`config.mk`:
```
export PLATFORM = sky130hd
export DESIGN_NAME = charger_config_register_bank
export DESIGN_NICKNAME = d
export VERILOG_FILES = /design/src/charger_cfg_pkg.sv /design/src/charger_config_register_bank.sv /design/src/delay_timer.sv /design/src/status_pin_driver.sv
export SDC_FILE = /design/constraint.sdc
export NUM_CORES = 1
export LEC_CHECK = 0
export BUFFER_PORTS_ARGS = -buffer_cell sky130_fd_sc_hd__buf_2
export CORE_MARGIN = 5
export CORE_UTILIZATION = 45
export CTS_CLUSTER_SIZE = 25
export DETAILED_ROUTE_END_ITERATION = 8
export PLACE_DENSITY = 0.66
export SYNTH_ARGS = -nofsm -noshare
export SYNTH_HDL_FRONTEND = slang
export SYNTH_HIERARCHICAL = 1
export SYNTH_SLANG_ARGS = --single-unit
```
`constraint.sdc`:
```
create_clock -name clk -period 6.8 [get_ports clk]
set_input_delay 1.02 -clock clk [delete_from_list [all_inputs] [get_ports clk]]
set_output_delay 1.02 -clock clk [all_outputs]
set_load 0.02 [all_outputs]
```
`src/charger_cfg_pkg.sv`:
```
package charger_cfg_pkg;

   // Register addresses on the serial control port.
   localparam logic [7:0] ADDR_INPUT_CFG = 8'hC3;
   localparam logic [7:0] ADDR_ADAPTOR_TYPE = 8'hC4;
   localparam logic [7:0] ADDR_SHIP_FET_CFG = 8'hC6;
   localparam logic [7:0] ADDR_ZONE_SPREAD_CFG = 8'hC7;
   localparam logic [7:0] ADDR_PIN_COOL_CFG = 8'hD5;

   // Power-on reset values of the writable registers.
   localparam logic [7:0] RST_INPUT_CFG = 8'h00;
   localparam logic [7:0] RST_SHIP_FET_CFG = 8'h0C;
   localparam logic [7:0] RST_ZONE_SPREAD_CFG = 8'h7C;
   localparam logic [7:0] RST_PIN_COOL_CFG = 8'h08;

   // Implemented bits; every other bit reads zero and drops writes.
   localparam logic [7:0] MASK_INPUT_CFG = 8'h99;
   localparam logic [7:0] MASK_ADAPTOR_TYPE = 8'h7F;
   localparam logic [7:0] MASK_SHIP_FET_CFG = 8'h3E;
   localparam logic [7:0] MASK_ZONE_SPREAD_CFG = 8'hFF;
   localparam logic [7:0] MASK_PIN_COOL_CFG = 8'h0F;
   localparam logic [7:0] READ_UNMAPPED = 8'h00;

   // Field positions.
   localparam int BIT_LIMIT_SOURCE_BYPASS = 7;
   localparam int LSB_INPUT_REG_THRESHOLD = 3;
   localparam int BIT_SKIP_MODE_DISABLE = 0;
   localparam int BIT_STANDBY_FORCE = 5;
   localparam int BIT_BATTERY_FET_RESET = 4;
   localparam int BIT_BATTERY_FET_RESET_TIME = 3;
   localparam int BIT_SHIP_DELAY_ENABLE = 2;
   localparam int BIT_SHIP_DELAY_TIME = 1;
   localparam int BIT_EXTREME_ZONE_DISABLE = 7;
   localparam int LSB_WARM_ZONE_VOLTAGE = 5;
   localparam int LSB_COOL_ZONE_CURRENT = 3;
   localparam int BIT_SPREAD_PATTERN = 2;
   localparam int BIT_SPREAD_ENVELOPE = 1;
   localparam int BIT_SPREAD_ENABLE = 0;
   localparam int BIT_COOL_VOLTAGE_REDUCTION = 3;
   localparam int BIT_SECOND_PIN_FUNCTION = 2;
   localparam int BIT_SECOND_PIN_MANUAL_SELECT = 1;
   localparam int BIT_SECOND_PIN_MANUAL_LEVEL = 0;

   // Zone selector codes and their effects.
   localparam logic [1:0] ZONE_CODE_SMALL = 2'h2;
   localparam logic [1:0] ZONE_CODE_LARGE = 2'h3;
   localparam logic [7:0] CV_DROP_NONE_MV = 8'h00;
   localparam logic [7:0] CV_DROP_SMALL_MV = 8'h64;
   localparam logic [7:0] CV_DROP_LARGE_MV = 8'h96;
   localparam logic [7:0] CC_FULL_PERCENT = 8'h64;
   localparam logic [7:0] CC_SMALL_PERCENT = 8'h14;
   localparam logic [7:0] CC_LARGE_PERCENT = 8'h32;

   // Time base for the ship-mode and battery FET delays.
   localparam int CLK_HZ = 10_000_000;
   localparam int DELAY_SHORT_S = 1;
   localparam int DELAY_LONG_S = 5;
   localparam int DELAY_SHORT_CYCLES = CLK_HZ * DELAY_SHORT_S;
   localparam int DELAY_LONG_CYCLES = CLK_HZ * DELAY_LONG_S;

   typedef struct packed {
      logic wr;
      logic rd;
      logic [7:0] addr;
      logic [7:0] wdata;
   } reg_req_t;

   typedef struct packed {
      logic limit_from_type_c;
      logic [6:0] limit_code;
      logic [1:0] input_regulation_threshold;
      logic skip_mode_auto;
      logic converter_off;
      logic standby;
   } power_ctrl_t;

   typedef struct packed {
      logic extreme_zone_enable;
      logic [7:0] cv_drop_mv;
      logic [7:0] cc_percent;
      logic spread_enable;
      logic spread_pattern;
      logic spread_envelope;
   } thermal_ctrl_t;

endpackage

```
`src/charger_config_register_bank.sv`:
```
`timescale 1ns/1ps
module charger_config_register_bank
   import charger_cfg_pkg::*;
#(
   parameter int SHORT_CYCLES = DELAY_SHORT_CYCLES,
   parameter int LONG_CYCLES = DELAY_LONG_CYCLES
) (
   // Clock, reset and clock enable.
   input wire logic clk,
   input wire logic reset,
   input wire logic ce,
   // Register port from the serial control interface.
   input wire reg_req_t req,
   output logic [7:0] rdata,
   output logic rvalid,
   // Detection and charger state inputs.
   input wire logic [6:0] type_c_limit_code,
   input wire logic [6:0] input_current_limit_code,
   input wire logic [6:0] adaptor_type,
   input wire logic warm_zone,
   input wire logic cool_zone,
   input wire logic current_at_floor,
   input wire logic fault,
   input wire logic detection_done,
   input wire logic ship_mode_request,
   // Control outputs to the power path and charger.
   output power_ctrl_t power_ctrl,
   output thermal_ctrl_t thermal_ctrl,
   output logic battery_fet_off,
   output logic ship_mode_enter,
   // Second status pin, open drain.
   output logic second_status_pin_out,
   output logic second_status_pin_oe
);

   logic [7:0] input_cfg_r;
   logic [7:0] ship_fet_cfg_r;
   logic [7:0] zone_spread_cfg_r;
   logic [7:0] pin_cool_cfg_r;
   logic [7:0] rdata_r;
   logic rvalid_r;
   logic ship_req_prev_r;
   logic fet_bit_prev_r;
   logic ship_mode_r;
   logic fet_off_r;
   power_ctrl_t power_ctrl_r;
   thermal_ctrl_t thermal_ctrl_r;
   logic ship_start;
   logic ship_done;
   logic fet_start;
   logic fet_busy;
   logic [1:0] warm_code;
   logic [1:0] cool_code;
   logic [7:0] warm_drop_mv;

   // The delay timers need a positive short count no larger than the long one.
   if (SHORT_CYCLES < 1 || LONG_CYCLES < SHORT_CYCLES) begin : g_bad_cycles
      $error("charger_config_register_bank: bad delay cycle counts");
   end

   // Voltage drop picked by the warm-zone field; the cool path reuses it.
   function automatic logic [7:0] warm_drop(input logic [1:0] code);
      unique case (code)
         ZONE_CODE_SMALL: warm_drop = CV_DROP_SMALL_MV;
         ZONE_CODE_LARGE: warm_drop = CV_DROP_LARGE_MV;
         default: warm_drop = CV_DROP_NONE_MV;
      endcase
   endfunction

   // Register writes; masks keep reserved bits at zero whatever is written.
   always_ff @(posedge clk) begin
      if (reset) begin
         input_cfg_r <= RST_INPUT_CFG;
         ship_fet_cfg_r <= RST_SHIP_FET_CFG;
         zone_spread_cfg_r <= RST_ZONE_SPREAD_CFG;
         pin_cool_cfg_r <= RST_PIN_COOL_CFG;
      end else if (ce && req.wr) begin
         unique case (req.addr)
            ADDR_INPUT_CFG: input_cfg_r <= req.wdata & MASK_INPUT_CFG;
            ADDR_SHIP_FET_CFG: ship_fet_cfg_r <= req.wdata & MASK_SHIP_FET_CFG;
            ADDR_ZONE_SPREAD_CFG: zone_spread_cfg_r <= req.wdata & MASK_ZONE_SPREAD_CFG;
            ADDR_PIN_COOL_CFG: pin_cool_cfg_r <= req.wdata & MASK_PIN_COOL_CFG;
            default: ;
         endcase
      end
   end

   // Read data is registered and marked by a one-cycle valid pulse.
   always_ff @(posedge clk) begin
      if (reset) begin
         rdata_r <= READ_UNMAPPED;
         rvalid_r <= 1'b0;
      end else if (ce) begin
         rvalid_r <= req.rd;
         if (req.rd) begin
            unique case (req.addr)
               ADDR_INPUT_CFG: rdata_r <= input_cfg_r;
               ADDR_ADAPTOR_TYPE: rdata_r <= {1'b0, adaptor_type} & MASK_ADAPTOR_TYPE;
               ADDR_SHIP_FET_CFG: rdata_r <= ship_fet_cfg_r;
               ADDR_ZONE_SPREAD_CFG: rdata_r <= zone_spread_cfg_r;
               ADDR_PIN_COOL_CFG: rdata_r <= pin_cool_cfg_r;
               default: rdata_r <= READ_UNMAPPED;
            endcase
         end
      end
   end

   assign rdata = rdata_r;
   assign rvalid = rvalid_r;

   // Power path controls follow the configuration one cycle later.
   always_ff @(posedge clk) begin
      if (reset) begin
         power_ctrl_r <= '0;
      end else if (ce) begin
         power_ctrl_r.limit_from_type_c <= ~input_cfg_r[BIT_LIMIT_SOURCE_BYPASS];
         power_ctrl_r.limit_code <= input_cfg_r[BIT_LIMIT_SOURCE_BYPASS] ?
                                    input_current_limit_code : type_c_limit_code;
         power_ctrl_r.input_regulation_threshold <=
            input_cfg_r[LSB_INPUT_REG_THRESHOLD +: 2];
         power_ctrl_r.skip_mode_auto <= ~input_cfg_r[BIT_SKIP_MODE_DISABLE];
         power_ctrl_r.converter_off <= ship_fet_cfg_r[BIT_STANDBY_FORCE];
         power_ctrl_r.standby <= ship_fet_cfg_r[BIT_STANDBY_FORCE];
      end
   end

   assign power_ctrl = power_ctrl_r;

   assign warm_code = zone_spread_cfg_r[LSB_WARM_ZONE_VOLTAGE +: 2];
   assign cool_code = zone_spread_cfg_r[LSB_COOL_ZONE_CURRENT +: 2];
   assign warm_drop_mv = warm_drop(warm_code);

   // Zone adjustments; warm sets the voltage drop when both zone inputs are asserted at once, while cool still cuts the current.
   always_ff @(posedge clk) begin
      if (reset) begin
         thermal_ctrl_r <= '0;
      end else if (ce) begin
         thermal_ctrl_r.extreme_zone_enable <=
            ~zone_spread_cfg_r[BIT_EXTREME_ZONE_DISABLE];
         if (warm_zone) begin
            thermal_ctrl_r.cv_drop_mv <= warm_drop_mv;
         end else if (cool_zone && current_at_floor &&
                      pin_cool_cfg_r[BIT_COOL_VOLTAGE_REDUCTION]) begin
            thermal_ctrl_r.cv_drop_mv <= warm_drop_mv;
         end else begin
            thermal_ctrl_r.cv_drop_mv <= CV_DROP_NONE_MV;
         end
         if (cool_zone && cool_code == ZONE_CODE_SMALL) begin
            thermal_ctrl_r.cc_percent <= CC_SMALL_PERCENT;
         end else if (cool_zone && cool_code == ZONE_CODE_LARGE) begin
            thermal_ctrl_r.cc_percent <= CC_LARGE_PERCENT;
         end else begin
            thermal_ctrl_r.cc_percent <= CC_FULL_PERCENT;
         end
         thermal_ctrl_r.spread_enable <= zone_spread_cfg_r[BIT_SPREAD_ENABLE];
         thermal_ctrl_r.spread_pattern <= zone_spread_cfg_r[BIT_SPREAD_PATTERN];
         thermal_ctrl_r.spread_envelope <= zone_spread_cfg_r[BIT_SPREAD_ENVELOPE];
      end
   end

   assign thermal_ctrl = thermal_ctrl_r;

   // Edge memories for the two delay requests.
   always_ff @(posedge clk) begin
      if (reset) begin
         ship_req_prev_r <= 1'b0;
         fet_bit_prev_r <= 1'b0;
      end else if (ce) begin
         ship_req_prev_r <= ship_mode_request;
         fet_bit_prev_r <= ship_fet_cfg_r[BIT_BATTERY_FET_RESET];
      end
   end

   assign ship_start = ship_mode_request & ~ship_req_prev_r &
                       ship_fet_cfg_r[BIT_SHIP_DELAY_ENABLE];
   assign fet_start = ship_fet_cfg_r[BIT_BATTERY_FET_RESET] & ~fet_bit_prev_r;

   delay_timer #(
      .SHORT_CYCLES(SHORT_CYCLES),
      .LONG_CYCLES(LONG_CYCLES)
   ) u_ship_timer (
      .clk(clk),
      .reset(reset),
      .ce(ce),
      .start(ship_start),
      .sel_long(ship_fet_cfg_r[BIT_SHIP_DELAY_TIME]),
      .abort(~ship_mode_request),
      .busy(),
      .done(ship_done)
   );

   delay_timer #(
      .SHORT_CYCLES(SHORT_CYCLES),
      .LONG_CYCLES(LONG_CYCLES)
   ) u_fet_timer (
      .clk(clk),
      .reset(reset),
      .ce(ce),
      .start(fet_start),
      .sel_long(ship_fet_cfg_r[BIT_BATTERY_FET_RESET_TIME]),
      .abort(1'b0),
      .busy(fet_busy),
      .done()
   );

   // Ship mode holds while the request stands; dropping the request cancels it.
   always_ff @(posedge clk) begin
      if (reset) begin
         ship_mode_r <= 1'b0;
      end else if (ce) begin
         if (!ship_mode_request) begin
            ship_mode_r <= 1'b0;
         end else if (!ship_fet_cfg_r[BIT_SHIP_DELAY_ENABLE] || ship_done) begin
            ship_mode_r <= 1'b1;
         end
      end
   end

   // The FET stays off for at least the selected time, even if cleared early.
   always_ff @(posedge clk) begin
      if (reset) begin
         fet_off_r <= 1'b0;
      end else if (ce) begin
         fet_off_r <= ship_fet_cfg_r[BIT_BATTERY_FET_RESET] | fet_start | fet_busy;
      end
   end

   assign ship_mode_enter = ship_mode_r;
   assign battery_fet_off = fet_off_r;

   status_pin_driver u_pin (
      .clk(clk),
      .reset(reset),
      .ce(ce),
      .pin_function(pin_cool_cfg_r[BIT_SECOND_PIN_FUNCTION]),
      .manual_select(pin_cool_cfg_r[BIT_SECOND_PIN_MANUAL_SELECT]),
      .manual_level(pin_cool_cfg_r[BIT_SECOND_PIN_MANUAL_LEVEL]),
      .fault(fault),
      .detection_done(detection_done),
      .pin_out(second_status_pin_out),
      .pin_oe(second_status_pin_oe)
   );
endmodule

```
`src/delay_timer.sv`:
```
`timescale 1ns/1ps
module delay_timer
   import charger_cfg_pkg::*;
#(
   parameter int SHORT_CYCLES = DELAY_SHORT_CYCLES,
   parameter int LONG_CYCLES = DELAY_LONG_CYCLES
) (
   // Clock and control.
   input wire logic clk,
   input wire logic reset,
   input wire logic ce,
   // Request side.
   input wire logic start,
   input wire logic sel_long,
   input wire logic abort,
   // Result.
   output logic busy,
   output logic done
);

   localparam int CW = $clog2(LONG_CYCLES + 1);

   typedef enum logic [1:0] {
      T_IDLE = 2'b01,
      T_RUN = 2'b10
   } timer_state_t;

   timer_state_t state_r;
   logic [CW-1:0] count_r;
   logic done_r;

   // A zero count or a long delay shorter than the short one cannot be timed.
   if (SHORT_CYCLES < 1 || LONG_CYCLES < SHORT_CYCLES) begin : g_bad_cycles
      $error("delay_timer: need 1 <= SHORT_CYCLES <= LONG_CYCLES");
   end

   // A new start reloads the count even while running, unless abort is high in
   // the same cycle, so the delay measures from the latest request.
   always_ff @(posedge clk) begin
      if (reset) begin
         state_r <= T_IDLE;
         count_r <= '0;
         done_r <= 1'b0;
      end else if (ce) begin
         done_r <= 1'b0;
         if (abort) begin
            state_r <= T_IDLE;
            count_r <= '0;
         end else if (start) begin
            state_r <= T_RUN;
            count_r <= sel_long ? CW'(LONG_CYCLES - 1) : CW'(SHORT_CYCLES - 1);
         end else begin
            unique case (state_r)
               T_IDLE: begin
                  count_r <= '0;
               end
               T_RUN: begin
                  if (count_r == '0) begin
                     state_r <= T_IDLE;
                     done_r <= 1'b1;
                  end else begin
                     count_r <= count_r - CW'(1);
                  end
               end
            endcase
         end
      end
   end

   assign busy = (state_r == T_RUN);
   assign done = done_r;

endmodule

```
`src/status_pin_driver.sv`:
```
`timescale 1ns/1ps
module status_pin_driver
   import charger_cfg_pkg::*;
(
   // Clock and control.
   input wire logic clk,
   input wire logic reset,
   input wire logic ce,
   // Configuration.
   input wire logic pin_function,
   input wire logic manual_select,
   input wire logic manual_level,
   // Internal indications.
   input wire logic fault,
   input wire logic detection_done,
   // Open-drain pin.
   output logic pin_out,
   output logic pin_oe
);

   logic pin_oe_r;

   // The pin only ever pulls low; a released pin is pulled high outside.
   always_ff @(posedge clk) begin
      if (reset) begin
         pin_oe_r <= 1'b0;
      end else if (ce) begin
         if (manual_select) begin
            pin_oe_r <= manual_level;
         end else begin
            pin_oe_r <= pin_function ? detection_done : fault;
         end
      end
   end

   assign pin_out = 1'b0;
   assign pin_oe = pin_oe_r;

endmodule

```
==> results of run 1 <==
critical path, cell delays in order:
cell     delay, ps
buf_2          110
nand2_1         60
nor2_1          40
buf_4          190
nor4b_1        620
nand4_1        160
o31a_1         550
nor3b_2        280
xnor2_1        160
nor2_1          50
final cells by class:
| type | instances | area share |
|---|---|---|
| clock buffer | 21 | 0.06607 |
| clock inverter | 10 | 0.01757 |
| inverter | 14 | 0.007380 |
| multi-input combinational | 543 | 0.4866 |
| sequential | 116 | 0.3261 |
| tap | 176 | 0.03093 |
| timing repair buffer | 91 | 0.06537 |
power by group:
part / switching (mW) / internal, mW / total, mW
sequential: 0.0150 / 0.699 / 0.714
clock: 0.316 / 0.568 / 0.884
combinational: 0.146 / 0.0787 / 0.225
through the flow:
| step | hold slack (ps) | area, um^2 | util | power [mW] |
|---|---|---|---|---|
| after floorplan | 431.7 | 6132 | - | 0.8943 |
| after global placement | 445.1 | 6525 | 0.4908 | 0.9451 |
| after detailed placement | 460.8 | 6525 | 0.4908 | 0.9495 |
| after CTS | 468.5 | 7121 | 0.5356 | 1.835 |
| after global routing | 495.3 | 7121 | 0.5356 | 1.901 |
| final | 463.1 | 7121 | 0.5356 | 1.823 |
final timing paths:
kind,start,endpoint,depth (start not counted)
hold reg to reg,rvalid$_SDFFE_PP0P_,rvalid$_SDFFE_PP0P_,2
setup reg to reg,ship_fet_cfg_r[4]$_SDFFE_PP0P_,u_fet_timer/count_r[17]$_SDFFE_PP0P_,6
hold / removal,rvalid$_SDFFE_PP0P_,rvalid$_SDFFE_PP0P_,2
setup / recovery,ship_mode_request,u_ship_timer/count_r[18]$_SDFFE_PP0P_,10
registers in the layout, summed over array words and instances (netlist names), 2 cells and up:
signal / cells
u_fet_timer/state_r: 2
ship_fet_cfg_r: 5
power_ctrl: 12
u_ship_timer/count_r: 26
u_ship_timer/state_r: 2
zone_spread_cfg_r: 8
u_fet_timer/count_r: 26
pin_cool_cfg_r: 4
thermal_ctrl: 12
input_cfg_r: 4
rdata: 8
metal layers:
| metal | GRT usage | vias up | share of wire |
|---|---|---|---|
| li1 | - | 2763 | - |
| met4 | 0.07823 | 2 | 0.016 |
| met1 | 0.2602 | 2721 | 0.43 |
| met2 | 0.3216 | 233 | 0.47 |
| met5 | 0 | - | 0.00043 |
| met3 | 0.06431 | 26 | 0.081 |
==> out/qor.txt, run 1 <==
Outcome - complete, no violations
CTS H-tree depth - 4
Layout Skew - 8.051 ps
Setup WS pre-CTS - 3523 ps
IO buf count - 87
Min cycle time layout - 2958 ps
VDD IR max - 169.2 uV
Syn Std Cell Area - 6102 um^2
Most common cell after layout, fill and taps aside - dfxtp_1
CP max FO - 18
Clock-pin transition on the worst setup and hold timing paths - 60 ps
Drt first pass iters - 5
Yosys warns - 6
Area occupied by registers - 2322 um^2
Die Y - 126.5 um
Non-filler cells, final - 971
Crit path required time - 7080 ps
WL/cell - 16.84 um
Clock Latency Late Sink - 420 ps
CTS tree - built
# resized after CTS - 0
GP Congestion - 0.9600
CP Launch Type - input port
Worst slew margin - 0.4314
Power Density - 256.0 nW/um^2
# setup viols final - 0
Die area - 15990 um^2
Crit path capture type - flop
# rows - 42
Largest net degree at the start of global routing - 67
Area overhead of the layout relative to synthesis - 16.69%
Commonest non-fill, non-tap cells in the layout - dfxtp_1, nor2_1, buf_2
Total track usage - 0.2036
Initial antenna violation count - 1
Core area - 13300 um^2
Data arrival, critical path - 3240 ps
First-pass GRT wire length - 27.01 mm
Unrepaired setup endpoints after global routing - false
Synth Instances - 711
Chip width - 126.5 um
Tcrit/Tclk final - 0.4351
Final hold violation count - 0
Reg2Reg Setup Slack - 4080 ps
Multi-input logic area - 3465 um^2
Fin Setup TNS - 0 ps
Vias in the first global route - 5546
Placed Cells - 940
Max_cap viols - 0
Post-CTS setup buffers - 0
Num CTS Buffers - 17
DP Wirelength - 11.67 mm
Starting DRT DRC Count - 588
Inserted Diodes - 0
Initial Utilization - 0.4590
# DRC - 0
Static leakage - 2.834 nW
WL final - 16.35 mm
CTS Hold Bufs - 0
CTS Buffer Depth - 2
Share of cells above drive strength 1 - 0.1849
Grt total ovfl - 0
Syn avg cell area - 8.582 um^2
Via count - 5745
Slew Viols, Final - 0
Final Worst Setup Slack - 3842 ps
Vias per inst - 5.917
Routed Antenna Nets - 0
Hold Crit Class - reg2reg
Filler cells - 1259
Worst Tran Pin Value - 845.1 ps
CTS Root Cell - clkbuf_16
Nets - 833
Max Freq - 0.3380 GHz
TritonCTS Sinks - 116
CP Class - in2reg
IO Pins - 94
(Power assumes the default switching activity.)
==> run 2: changes to the inputs <==
PLACE_DENSITY = 0.68   (was 0.66)
clock period = 2.4 ns   (was 6.8 ns; I/O delays follow)
==> out/qor.txt, run 2 (same netlist as run 1, synthesis figures left out) <==
Outcome - complete, no violations
Tcrit/Tclk final - 0.9751
Fin Setup TNS - 0 ps (unchanged)
Unrepaired setup endpoints after global routing - false
Multi-input logic area - 3488 um^2 (+0.69%)
Grt total ovfl - 0 (unchanged)
Most Frequent Cell on Critical Path - o21ai_0
Vias in the first global route - 5738 (+3.5%)
CP Class - reg2reg
Initial Utilization - 0.4590 (unchanged)
Core area - 13300 um^2 (unchanged)
Vias per inst - 5.962 (+0.77%)
Biggest regs - u_fet_timer/count_r: 26 flops, u_ship_timer/count_r: 26 flops
Area overhead of the layout relative to synthesis - 21.86%
Via count - 6004 (+4.5%)
Starting DRT DRC Count - 604 (+2.7%)
Drt first pass iters - 6 (+1)
CTS H-tree depth - 4 (unchanged)
First-pass GRT wire length - 28.26 mm (+4.6%)
IO buf count - 87 (unchanged)
Total track usage - 0.2119 (+0.008290)
Cell Chain, Critical Path - or4_4, or3_4, o31a_1, buf_12, nor2_4, o21ai_0, o21ai_0
Worst slew margin - 0.6052 (+0.1738)
CP max FO - 17 (-1)
Commonest non-fill, non-tap cells in the layout - dfxtp_1, nor2_1, buf_2
Die Y - 126.5 um (unchanged)
Worst Tran Pin Value - 590.9 ps (-254.2 ps)
Chip width - 126.5 um (unchanged)
Hold Crit Class - in2reg
Power Density - 711.3 nW/um^2 (+180%)
CTS Buffer Depth - 2 (unchanged)
CTS Hold Bufs - 0 (unchanged)
Routed Antenna Nets - 0 (unchanged)
IO Pins - 94 (unchanged)
VDD IR max - 479.7 uV (+180%)
Filler cells - 1194 (-5.2%)
DP Wirelength - 12.51 mm (+7.2%)
Crit path required time - 2740 ps (-4340 ps)
Nets - 868 (+4.2%)
Design Area, Final - 7436 um^2 (+4.4%)
WL final - 17.44 mm (+6.7%)
Clock-pin transition on the worst setup and hold timing paths - 60 ps (about the same)
Layout Skew - 7.940 ps (-0.1109 ps)
# resized after CTS - 0 (unchanged)
Static leakage - 3.018 nW (+6.5%)
Clock Latency Late Sink - 420 ps (about the same)
Slowest stage delay, CP - 550 ps (-70 ps)
Min cycle time layout - 2340 ps
WL/cell - 17.32 um (+2.8%)
CTS Root Cell - clkbuf_16
Most common cell after layout, fill and taps aside - dfxtp_1
Largest net degree at the start of global routing - 33 (-51%)
Final hold violation count - 0 (unchanged)
CTS tree - built
Max_cap viols - 0 (unchanged)
Die area - 15990 um^2 (unchanged)
Slew Viols, Final - 0 (unchanged)
Num CTS Buffers - 17 (unchanged)
Placed Area - 6818 um^2 (+4.5%)
# setup viols final - 0 (unchanged)
Area occupied by registers - 2322 um^2 (unchanged)
Initial antenna violation count - 0 (-1)
Share of cells above drive strength 1 - 0.2250 (+0.04012)
# rows - 42 (unchanged)
# DRC - 0 (unchanged)
Post-CTS setup buffers - 0 (unchanged)
GP Congestion - 0.9693 (+0.97%)
CP Launch Type - flop
Inserted Diodes - 0 (unchanged)
Max Freq - 0.4273 GHz
Crit path capture type - flop
Critical-path cell with the highest stage delay - or4_4
Data arrival, critical path - 2680 ps (-560 ps)
TritonCTS Sinks - 116 (unchanged)
-- run 2: cell types whose count changed in the layout (fill, tap and decap cells not counted) --
cell      change
buf_4        +31
inv_6         +5
buf_12        +3
clkbuf_8      -3
clkbuf_1      -1
nor2_4        +1
nor2b_1       -1
nor2b_2       +1
nor3_1        -1
nor3_2        +1
or3_1         -1
or3_4         +1
-- run 2: routing by layer --
layer	global-route usage	share of wire
met1	0.2701	0.41
met2	0.3499	0.48
met3	0.05549	0.090
met4	0.06940	0.015
met5	0	0
-- run 2: final cells by class --
type                            count  share of cell area
Clock inverter                     15             0.02272
Sequential cell                   116              0.3123
Tap cell                          176             0.02961
Inverter                           14            0.007067
Clock buffer                       17             0.05721
Timing Repair Buffer              125              0.1020
Multi-Input combinational cell    544              0.4691
-- run 2: metrics by stage --
step                total power, mW  worst slack, ps    util  hold WS, ps  cells
floorplan                     2.534            109.7       -        431.7    719
global placement              2.737            108.2  0.5128        445.9    974
detailed placement            2.753            38.40  0.5128        446.6    974
CTS                           5.294            18.32  0.5575        128.1   1006
global route                  5.501            6.047  0.5593        145.5   1007
finish                        5.289            59.78  0.5593        142.8   1007
-- run 2: worst paths after layout --
kind	from	endpoint	slack, ps	cells past startpoint
min reg2reg	u_ship_timer/done$_SDFFE_PP0P_	u_ship_timer/done$_SDFFE_PP0P_	460	1
max	u_ship_timer/count_r[12]$_SDFFE_PP0P_	u_ship_timer/count_r[21]$_SDFFE_PP0P_	60	7
min	req[6]	zone_spread_cfg_r[6]$_SDFFE_PP1P_	140	2
max reg2reg	u_ship_timer/count_r[12]$_SDFFE_PP0P_	u_ship_timer/count_r[21]$_SDFFE_PP0P_	60	7
-- run 2: where the power goes --
part	leakage (nW)	switching [mW]	internal, mW
registers	0.944	0.0417	1.98
logic	1.80	0.442	0.274
clock network	0.278	1.00	1.55
-- run 2: critical path: cells and delay by family, from the launching register on --
kind	cells	cell delay, ps
and+or+nand+nor	3	1150
AOI/OAI and AO/OA	3	580
DFF	1	340
buffers and inverters	1	180
